==> config.mk <==
export PLATFORM = sky130hd
export DESIGN_NAME = link_mode_regs
export DESIGN_NICKNAME = d
export VERILOG_FILES = /design/src/hw/link_mode_pkg.sv /design/src/hw/attempt_decode.sv /design/src/hw/link_mode_regs.sv /design/src/hw/pair_select.sv
export SDC_FILE = /design/constraint.sdc
export NUM_CORES = 1
export LEC_CHECK = 0
export ABC_AREA = 1
export BUFFER_PORTS_ARGS = -buffer_cell sky130_fd_sc_hd__clkbuf_2
export CORE_MARGIN = 3
export CORE_UTILIZATION = 40
export CTS_CLUSTER_DIAMETER = 40
export CTS_CLUSTER_SIZE = 8
export DETAILED_ROUTE_END_ITERATION = 10
export PLACE_DENSITY = 0.7
export SLEW_MARGIN = 10
export SYNTH_ARGS = -nofsm -noshare
export SYNTH_HDL_FRONTEND = slang
export SYNTH_SLANG_ARGS = --single-unit
export TNS_END_PERCENT = 30
==> constraint.sdc <==
create_clock -name clk_sys_i -period 2 [get_ports clk_sys_i]
set_input_delay 0.1 -clock clk_sys_i [delete_from_list [all_inputs] [get_ports clk_sys_i]]
set_output_delay 0.1 -clock clk_sys_i [all_outputs]
set_load 0.01 [all_outputs]
==> src/hw/link_mode_pkg.sv <==
// constants and types for the link tuning and 10/100 mode register bank
package link_mode_pkg;
  localparam logic [4:0]  LINK_TUNING_ADDR = 5'h10;
  localparam logic [4:0]  MODE_CTRL_ADDR   = 5'h11;
  localparam int          SPD_ATT_LSB      = 8;
  localparam int          BRK_THR_LSB      = 4;
  localparam int          BRK_EN_BIT       = 3;
  localparam int          PWR_OPT_DIS_BIT  = 2;
  localparam int          LOGIC_RST_BIT    = 0;
  localparam int          ED_SHORT_BIT     = 15;
  localparam int          FAST_TEST_BIT    = 14;
  localparam int          ED_PD_EN_BIT     = 13;
  localparam int          ED_PD_NLP_BIT    = 12;
  localparam int          SPD_OPT_EN_BIT   = 7;
  localparam int          NP_EN_BIT        = 6;
  localparam int          MDIX_DIS_BIT     = 5;
  localparam int          AUTO_NP_DIS_BIT  = 4;
  localparam int          ENERGY_BIT       = 1;
  localparam int          SEMI_X_BIT       = 0;
  localparam logic [1:0]  SPD_ATT_RST      = 2'h0;
  localparam logic [1:0]  BRK_THR_RST      = 2'h2;
  localparam logic [15:0] LINK_TUNING_WMASK = 16'h033c;
  localparam logic [15:0] MODE_CTRL_WMASK   = 16'hf0f1;
  localparam logic [15:0] MODE_CTRL_RST     = 16'h0040;

  // control fields handed to the negotiation, crossover and power logic
  typedef struct packed {
    logic [2:0] spd_attempts;     // attempts before speed drop
    logic [1:0] brk_threshold;    // 0:1e-8 .. 3:1e-11
    logic       brk_enable;
    logic       pwr_opt_enable;
    logic       energy_detect_short_sel;
    logic       ten_mbps_test_mode;
    logic       energy_power_down_enable;
    logic       ed_pd_with_nlp;
    logic       spd_opt_enable;
    logic       np_enable;
    logic       auto_mdix_enable;
    logic [1:0] pair_crossed;     // [1]=ch0:1, [0]=ch2:3
    logic       auto_np_enable;
    logic       send_base_only;
    logic       semi_x_enable;
  } ctrl_t;
endpackage : link_mode_pkg

==> src/hw/attempt_decode.sv <==
// decode of the speed optimize attempt code
`timescale 1ns/10ps
module attempt_decode (
  input  wire logic [1:0] code_i,     // attempt code field
  output logic      [2:0] attempts_o  // attempt count
);
  // table is fixed, no arithmetic shortcut fits 7,5,4,3
  always_comb begin
    unique case (code_i)
      2'h0: attempts_o = 3'h7;
      2'h1: attempts_o = 3'h5;
      2'h2: attempts_o = 3'h4;
      2'h3: attempts_o = 3'h3;
    endcase
  end
endmodule : attempt_decode

==> src/hw/link_mode_regs.sv <==
// link tuning and 10/100 mode control/status registers
`timescale 1ns/10ps
module link_mode_regs (
  input  wire logic                 clk_sys_i,      // 200 MHz core clock
  input  wire logic                 rst_b_i,        // hardware reset, async, low
  input  wire logic                 soft_rst_i,     // software reset pulse
  input  wire logic [4:0]           addr_i,         // register index
  input  wire logic [15:0]          wdata_i,        // write data
  input  wire logic                 wr_i,           // write strobe
  input  wire logic                 rd_i,           // read strobe
  output logic      [15:0]          rdata_o,        // read data, cycle after rd_i
  input  wire logic                 energy_i,       // energy seen on the line
  input  wire logic                 adv_np_i,       // advertised next page bit
  input  wire logic [1:0]           manual_pair_i,  // manual pair selection
  input  wire logic [1:0]           auto_pair_i,    // crossover engine mapping
  input  wire logic                 flag_clr_i,     // energy change flag write-one
  output logic                      energy_chg_o,   // energy change flag
  output logic                      logic_rst_o,    // synchronous logic reset
  output link_mode_pkg::ctrl_t      ctrl_o,         // decoded control fields
  output logic      [1:0]           pair_map_o      // pair mapping in use
);
  logic [15:0] tune_q;
  logic [15:0] mode_q;
  logic        logic_rst_q;
  logic        energy_q;
  logic        chg_q;
  logic        wr_tune;
  logic        wr_mode;
  logic [2:0]  attempts;

  assign wr_tune = wr_i && addr_i == link_mode_pkg::LINK_TUNING_ADDR;
  assign wr_mode = wr_i && addr_i == link_mode_pkg::MODE_CTRL_ADDR;

  // link tuning fields; software reset returns them to defaults
  always_ff @(posedge clk_sys_i or negedge rst_b_i) begin
    if (!rst_b_i) begin
      tune_q <= {6'h00, link_mode_pkg::SPD_ATT_RST, 2'h0, link_mode_pkg::BRK_THR_RST, 4'h0};
    end else if (soft_rst_i) begin
      tune_q <= {6'h00, link_mode_pkg::SPD_ATT_RST, 2'h0, link_mode_pkg::BRK_THR_RST, 4'h0};
    end else if (wr_tune) begin
      tune_q <= wdata_i & link_mode_pkg::LINK_TUNING_WMASK;
    end
  end

  // logic reset stays asserted until software writes zero
  always_ff @(posedge clk_sys_i or negedge rst_b_i) begin
    if (!rst_b_i) begin
      logic_rst_q <= 1'b0;
    end else if (wr_tune) begin
      logic_rst_q <= wdata_i[link_mode_pkg::LOGIC_RST_BIT];
    end
  end
  assign logic_rst_o = logic_rst_q;

  // 10/100 mode fields; register sets are outside the logic reset
  always_ff @(posedge clk_sys_i or negedge rst_b_i) begin
    if (!rst_b_i) begin
      mode_q <= link_mode_pkg::MODE_CTRL_RST;
    end else if (soft_rst_i) begin
      mode_q <= link_mode_pkg::MODE_CTRL_RST;
    end else if (wr_mode) begin
      mode_q <= wdata_i & link_mode_pkg::MODE_CTRL_WMASK;
    end
  end

  // energy indication: set at hardware reset, cleared by software reset
  always_ff @(posedge clk_sys_i or negedge rst_b_i) begin
    if (!rst_b_i) begin
      energy_q <= 1'b1;
    end else if (soft_rst_i) begin
      energy_q <= 1'b0;
    end else begin
      energy_q <= energy_i;
    end
  end

  // change flag: set wins over the write-one clear
  always_ff @(posedge clk_sys_i or negedge rst_b_i) begin
    if (!rst_b_i) begin
      chg_q <= 1'b0;
    end else if ((soft_rst_i && energy_q) || (!soft_rst_i && energy_q != energy_i)) begin
      chg_q <= 1'b1;
    end else if (flag_clr_i) begin
      chg_q <= 1'b0;
    end
  end
  assign energy_chg_o = chg_q;

  // read path, reserved bits and logic reset bit read as zero
  always_ff @(posedge clk_sys_i or negedge rst_b_i) begin
    if (!rst_b_i) begin
      rdata_o <= 16'h0000;
    end else if (rd_i) begin
      unique case (addr_i)
        link_mode_pkg::LINK_TUNING_ADDR: rdata_o <= tune_q;
        link_mode_pkg::MODE_CTRL_ADDR:   rdata_o <= mode_q | {14'h0000, energy_q, 1'b0};
        default:                         rdata_o <= 16'h0000;
      endcase
    end
  end

  attempt_decode u_attempt_decode (
    .code_i     (tune_q[link_mode_pkg::SPD_ATT_LSB +: 2]),
    .attempts_o (attempts)
  );

  pair_select u_pair_select (
    .auto_en_i  (!mode_q[link_mode_pkg::MDIX_DIS_BIT]),
    .auto_map_i (auto_pair_i),
    .manual_i   (manual_pair_i),
    .map_o      (pair_map_o)
  );

  // control fields for the engines steered by these bits
  always_comb begin
    ctrl_o.spd_attempts             = attempts;
    ctrl_o.brk_threshold            = tune_q[link_mode_pkg::BRK_THR_LSB +: 2];
    ctrl_o.brk_enable               = tune_q[link_mode_pkg::BRK_EN_BIT];
    ctrl_o.pwr_opt_enable           = !tune_q[link_mode_pkg::PWR_OPT_DIS_BIT];
    ctrl_o.energy_detect_short_sel  = mode_q[link_mode_pkg::ED_SHORT_BIT];
    ctrl_o.ten_mbps_test_mode       = mode_q[link_mode_pkg::FAST_TEST_BIT];
    ctrl_o.energy_power_down_enable = mode_q[link_mode_pkg::ED_PD_EN_BIT];
    ctrl_o.ed_pd_with_nlp           = mode_q[link_mode_pkg::ED_PD_NLP_BIT];
    ctrl_o.spd_opt_enable           = mode_q[link_mode_pkg::SPD_OPT_EN_BIT];
    ctrl_o.np_enable                = mode_q[link_mode_pkg::NP_EN_BIT];
    ctrl_o.auto_mdix_enable         = !mode_q[link_mode_pkg::MDIX_DIS_BIT];
    ctrl_o.pair_crossed             = pair_map_o;
    ctrl_o.auto_np_enable           = !mode_q[link_mode_pkg::AUTO_NP_DIS_BIT];
    ctrl_o.send_base_only           = mode_q[link_mode_pkg::AUTO_NP_DIS_BIT] && !adv_np_i;
    ctrl_o.semi_x_enable            = mode_q[link_mode_pkg::SEMI_X_BIT];
  end

  // checks
  energy_clr_a: assert property (@(posedge clk_sys_i) disable iff (!rst_b_i)
    soft_rst_i |=> !energy_q) else $error("energy not cleared by soft reset");
  chg_set_a: assert property (@(posedge clk_sys_i) disable iff (!rst_b_i)
    (soft_rst_i && energy_q) |=> chg_q) else $error("change flag not set");
  logic_rst_hold_a: assert property (@(posedge clk_sys_i) disable iff (!rst_b_i)
    (logic_rst_o && !wr_tune) |=> logic_rst_o) else $error("logic reset cleared itself");
  logic_rst_set_a: assert property (@(posedge clk_sys_i) disable iff (!rst_b_i)
    (wr_tune && wdata_i[0]) |=> logic_rst_o) else $error("logic reset not issued");
  base_only_a: assert property (@(posedge clk_sys_i) disable iff (!rst_b_i)
    ctrl_o.send_base_only |-> !ctrl_o.auto_np_enable && !adv_np_i) else $error("base page wrong");
  manual_map_a: assert property (@(posedge clk_sys_i) disable iff (!rst_b_i)
    !ctrl_o.auto_mdix_enable |-> pair_map_o == manual_pair_i) else $error("manual map ignored");
  tune_wr_a: assert property (@(posedge clk_sys_i) disable iff (!rst_b_i)
    (wr_tune && !soft_rst_i) |=> ctrl_o.brk_enable == $past(wdata_i[3])) else $error("break enable");
  attempts_a: assert property (@(posedge clk_sys_i) disable iff (!rst_b_i)
    (tune_q[9:8] == 2'h0) |-> ctrl_o.spd_attempts == 3'h7) else $error("attempt decode");
  np_reset_a: assert property (@(posedge clk_sys_i) disable iff (!rst_b_i)
    soft_rst_i |=> ctrl_o.np_enable) else $error("next page default");
  // energy bit follows the detector one cycle late outside software reset
  energy_track_a: assert property (@(posedge clk_sys_i) disable iff (!rst_b_i)
    !soft_rst_i |=> energy_q == $past(energy_i)) else $error("energy bit does not follow the line");
  // clear only lands when no set event shares the cycle
  chg_clear_a: assert property (@(posedge clk_sys_i) disable iff (!rst_b_i)
    (flag_clr_i && !soft_rst_i && energy_q == energy_i) |=> !chg_q) else $error("change flag not cleared");
  mode_wr_a: assert property (@(posedge clk_sys_i) disable iff (!rst_b_i)
    (wr_mode && !soft_rst_i) |=> mode_q == ($past(wdata_i) & link_mode_pkg::MODE_CTRL_WMASK))
    else $error("mode write lost");
  tune_dflt_a: assert property (@(posedge clk_sys_i) disable iff (!rst_b_i)
    soft_rst_i |=> tune_q == {6'h00, link_mode_pkg::SPD_ATT_RST, 2'h0, link_mode_pkg::BRK_THR_RST, 4'h0})
    else $error("tuning defaults not restored");
  // software reset leaves the logic reset bit alone
  logic_rst_soft_a: assert property (@(posedge clk_sys_i) disable iff (!rst_b_i)
    (soft_rst_i && !wr_tune) |=> logic_rst_o == $past(logic_rst_o)) else $error("logic reset hit by soft reset");
  rd_energy_a: assert property (@(posedge clk_sys_i) disable iff (!rst_b_i)
    (rd_i && addr_i == link_mode_pkg::MODE_CTRL_ADDR) |=> rdata_o[link_mode_pkg::ENERGY_BIT] == $past(energy_q))
    else $error("energy bit read wrong");
  rd_logic_reset_bit_zero_a: assert property (@(posedge clk_sys_i) disable iff (!rst_b_i)
    (rd_i && addr_i == link_mode_pkg::LINK_TUNING_ADDR) |=> !rdata_o[link_mode_pkg::LOGIC_RST_BIT])
    else $error("logic reset bit read back");
endmodule : link_mode_regs

==> src/hw/pair_select.sv <==
// manual or automatic crossover pair mapping
`timescale 1ns/10ps
module pair_select (
  input  wire logic       auto_en_i,   // automatic crossover enabled
  input  wire logic [1:0] auto_map_i,  // mapping resolved by crossover engine
  input  wire logic [1:0] manual_i,    // manual selection, 1 = crossed
  output logic      [1:0] map_o        // mapping in use
);
  // manual bits ignored while automatic resolution runs
  assign map_o = auto_en_i ? auto_map_i : manual_i;
endmodule : pair_select
==> flow_summary.json <==
{
  "powerDensity_nw_per_um2": 690,
  "drtIter0Drc": 69,
  "slew_headroom_pct": 45.8,
  "cp.required_ns": 1.90,
  "synth_cell_types": 22,
  "die_w_um": 69.6,
  "start_util_pct": 42.9,
  "layout_setup_ws_ns": 0.766,
  "grt_setup_unrepaired": "false",
  "vias": 1410,
  "coreArea_um2": 3770,
  "drive_above_1_share_pct": 34.3,
  "ys_ff_latch": 32,
  "cts_buffers": 5,
  "synth_common_cells": "63 x nand2_1, 29 x dfrtp_1, 24 x nand3_1",
  "via_per_inst": 4.76,
  "grt_pass1_vias": 1283,
  "synth_edf_count": 0,
  "area_growth_pct": 22.9,
  "gp_congestion": 0.717,
  "yosys_warnings": 0,
  "grt_usage_pct": 15.7,
  "crit_family": "flip-flops",
  "portBuffers": 66,
  "worst_slew_pin_slew_ns": 0.813,
  "first_pass_iters": 4,
  "start_kind": "flop",
  "ir_drop_mv": 0.457,
  "maxCapViolCount": 0,
  "netlist.area_leader.share_pct": 44.8,
  "hold_violations": 0,
  "status": "complete, no violations",
  "overflow": 0,
  "drc_errors": 0,
  "ys.flop_type": "dfrtp_1",
  "htreeDepth": 2,
  "place_area_um2": 1870,
  "fillCellCount": 357,
  "fin_setup_tns_ns": 0,
  "period_minus_slack_ns": 1.23,
  "synth_top_area_cell": "dfrtp_1",
  "die_height_um": 69.6,
  "clkTransAtPathRegs_ns": 0.06,
  "dp_slack_ns": 0.866,
  "rows": 22,
  "cts_tree": "done",
  "clk_latency_ns": 0.28,
  "syn_avg_cell_area_um2": 8.48,
  "crit_chain": "inv_1 > ha_1 > clkbuf_2",
  "syn_inst": 191,
  "routed_wl_mm": 3.71,
  "cp_max_fo": 4,
  "cts_resized": 0,
  "path_buf_inv": 2,
  "criticalPathCategory": "reg2out",
  "wl_per_cell_um": 12.5,
  "fmaxAchievable_ghz": 0.810,
  "cpPeakStageDelay_ns": 0.40,
  "insertedDiodeCount": 0,
  "async_reset_ff_share_pct": 100,
  "final_antenna_net_count": 0,
  "clock-skew-final_ns": 0.0121,
  "slew_violations": 0,
  "final_util_pct": 52.8,
  "grt_max_degree": 33,
  "nets": 282,
  "cts-root-buf": "clkbuf_8",
  "ctsHoldBuffers": 2,
  "post_cts_buffers": 0,
  "cp-end-kind": "output port",
  "dp_hpwl_mm": 2.63,
  "ios": 72,
  "dieArea_um2": 4850,
  "antenna_found_initial": 0,
  "yosysMostFrequentCell": "nand2_1",
  "cts_buffer_depth": 2,
  "grt_pass1_wl_mm": 6.13,
  "period_share_pct": 61.7,
  "p_leak_uw": 0.00116,
  "fin_total_pwr_uw": 1370,
  "arrival_ns": 1.13,
  "clkSinkCount": 32,
  "seq_area_frac_synth_pct": 49.7,
  "syn_area_um2": 1620,
  "postLayoutCellArea_um2": 1990,
  "slowest_stage": "dfrtp_1",
  "synthTopCellsByArea": "dfrtp_1 45%, nand2_1 15%, nand3_1 7.4%, buf_4 6.5%, nand4_1 5.8%",
  "hold_path_class": "in2reg",
  "setup_violations": 0
}
per-stage QoR:
stage                     hold WS, ns  std cells
after floorplan                -0.196        192
after global placement          0.231        286
final                         0.00388        296
after CTS                    0.000782        296
after detailed placement        0.232        286
after global routing           0.0348        296
cells by family after synthesis:
group	count (synthesis)	share of synthesized area [%]
buffers and inverters	36	12.6
adders and majority gates	2	1.55
xor gates and xnor gates	1	0.541
AOI/OAI and AO/OA	5	1.55
and+or+nand+nor	114	33.8
DFF	32	49.7
other	1	0.232
placed cells by master (no fill, tap or decap), types with 2 or more instances in the layout:
cell	count
nand2_1	63
dlygate4sd3_1	2
or2_2	2
clkbuf_8	7
clkbuf_2	66
nand4_1	15
conb_1	2
dfstp_2	3
dfrtp_1	29
nor2_4	3
nand3_1	24
nand4_2	2
o21ai_0	5
inv_1	15
ha_1	2
nor2_1	4
per-layer routing:
layer	track usage, %	part of all wire (%)	vias up
li1	-	-	715
met1	21.2	48	636
met2	23.7	43	54
met3	4.64	7.6	5
met4	5.74	1.3	0
met5	0	0	-
power breakdown:
part | switching [µW] | leakage, µW | total, µW | internal (µW)
logic | 94.5 | 0.000680 | 147 | 52.5
clock network | 234 | 0.0000515 | 548 | 314
registers | 10.7 | 0.000432 | 677 | 667
total | 339 | 0.00116 | 1370 | 1030
worst paths after layout:
kind | startpoint | end | slack (ns) | depth (start not counted)
max | tune_q[8] | ctrl_o[17] | 0.77 | 3
max in group asynchronous | rst_b_i | mode_q[5] | 1.04 | 2
min | flag_clr_i | energy_chg_o | 0.004 | 2
min in group asynchronous | rst_b_i | rdata_o[0] | 0.44 | 2
max reg2reg | tune_q[5] | rdata_o[5] | 1.12 | 4
min reg2reg | logic_rst_o | logic_rst_o | 0.48 | 2
registers in the layout, summed over array words and instances (netlist names):
name and flops:
energy_chg_o 1, mode_q 9, rdata_o 14, logic_rst_o 1, energy_q 1, tune_q 6
final cells by class:
cell class                      count  area (µm²)  area share (%)
Sequential cell                    32         805            40.4
Clock buffer                        8         100            5.03
Multi-Input combinational cell    124         614            30.9
Tap cell                           48        60.1            3.02
Inverter                           16        60.1            3.02
Timing Repair Buffer               68         350            17.6
(Power assumes the default switching activity.)
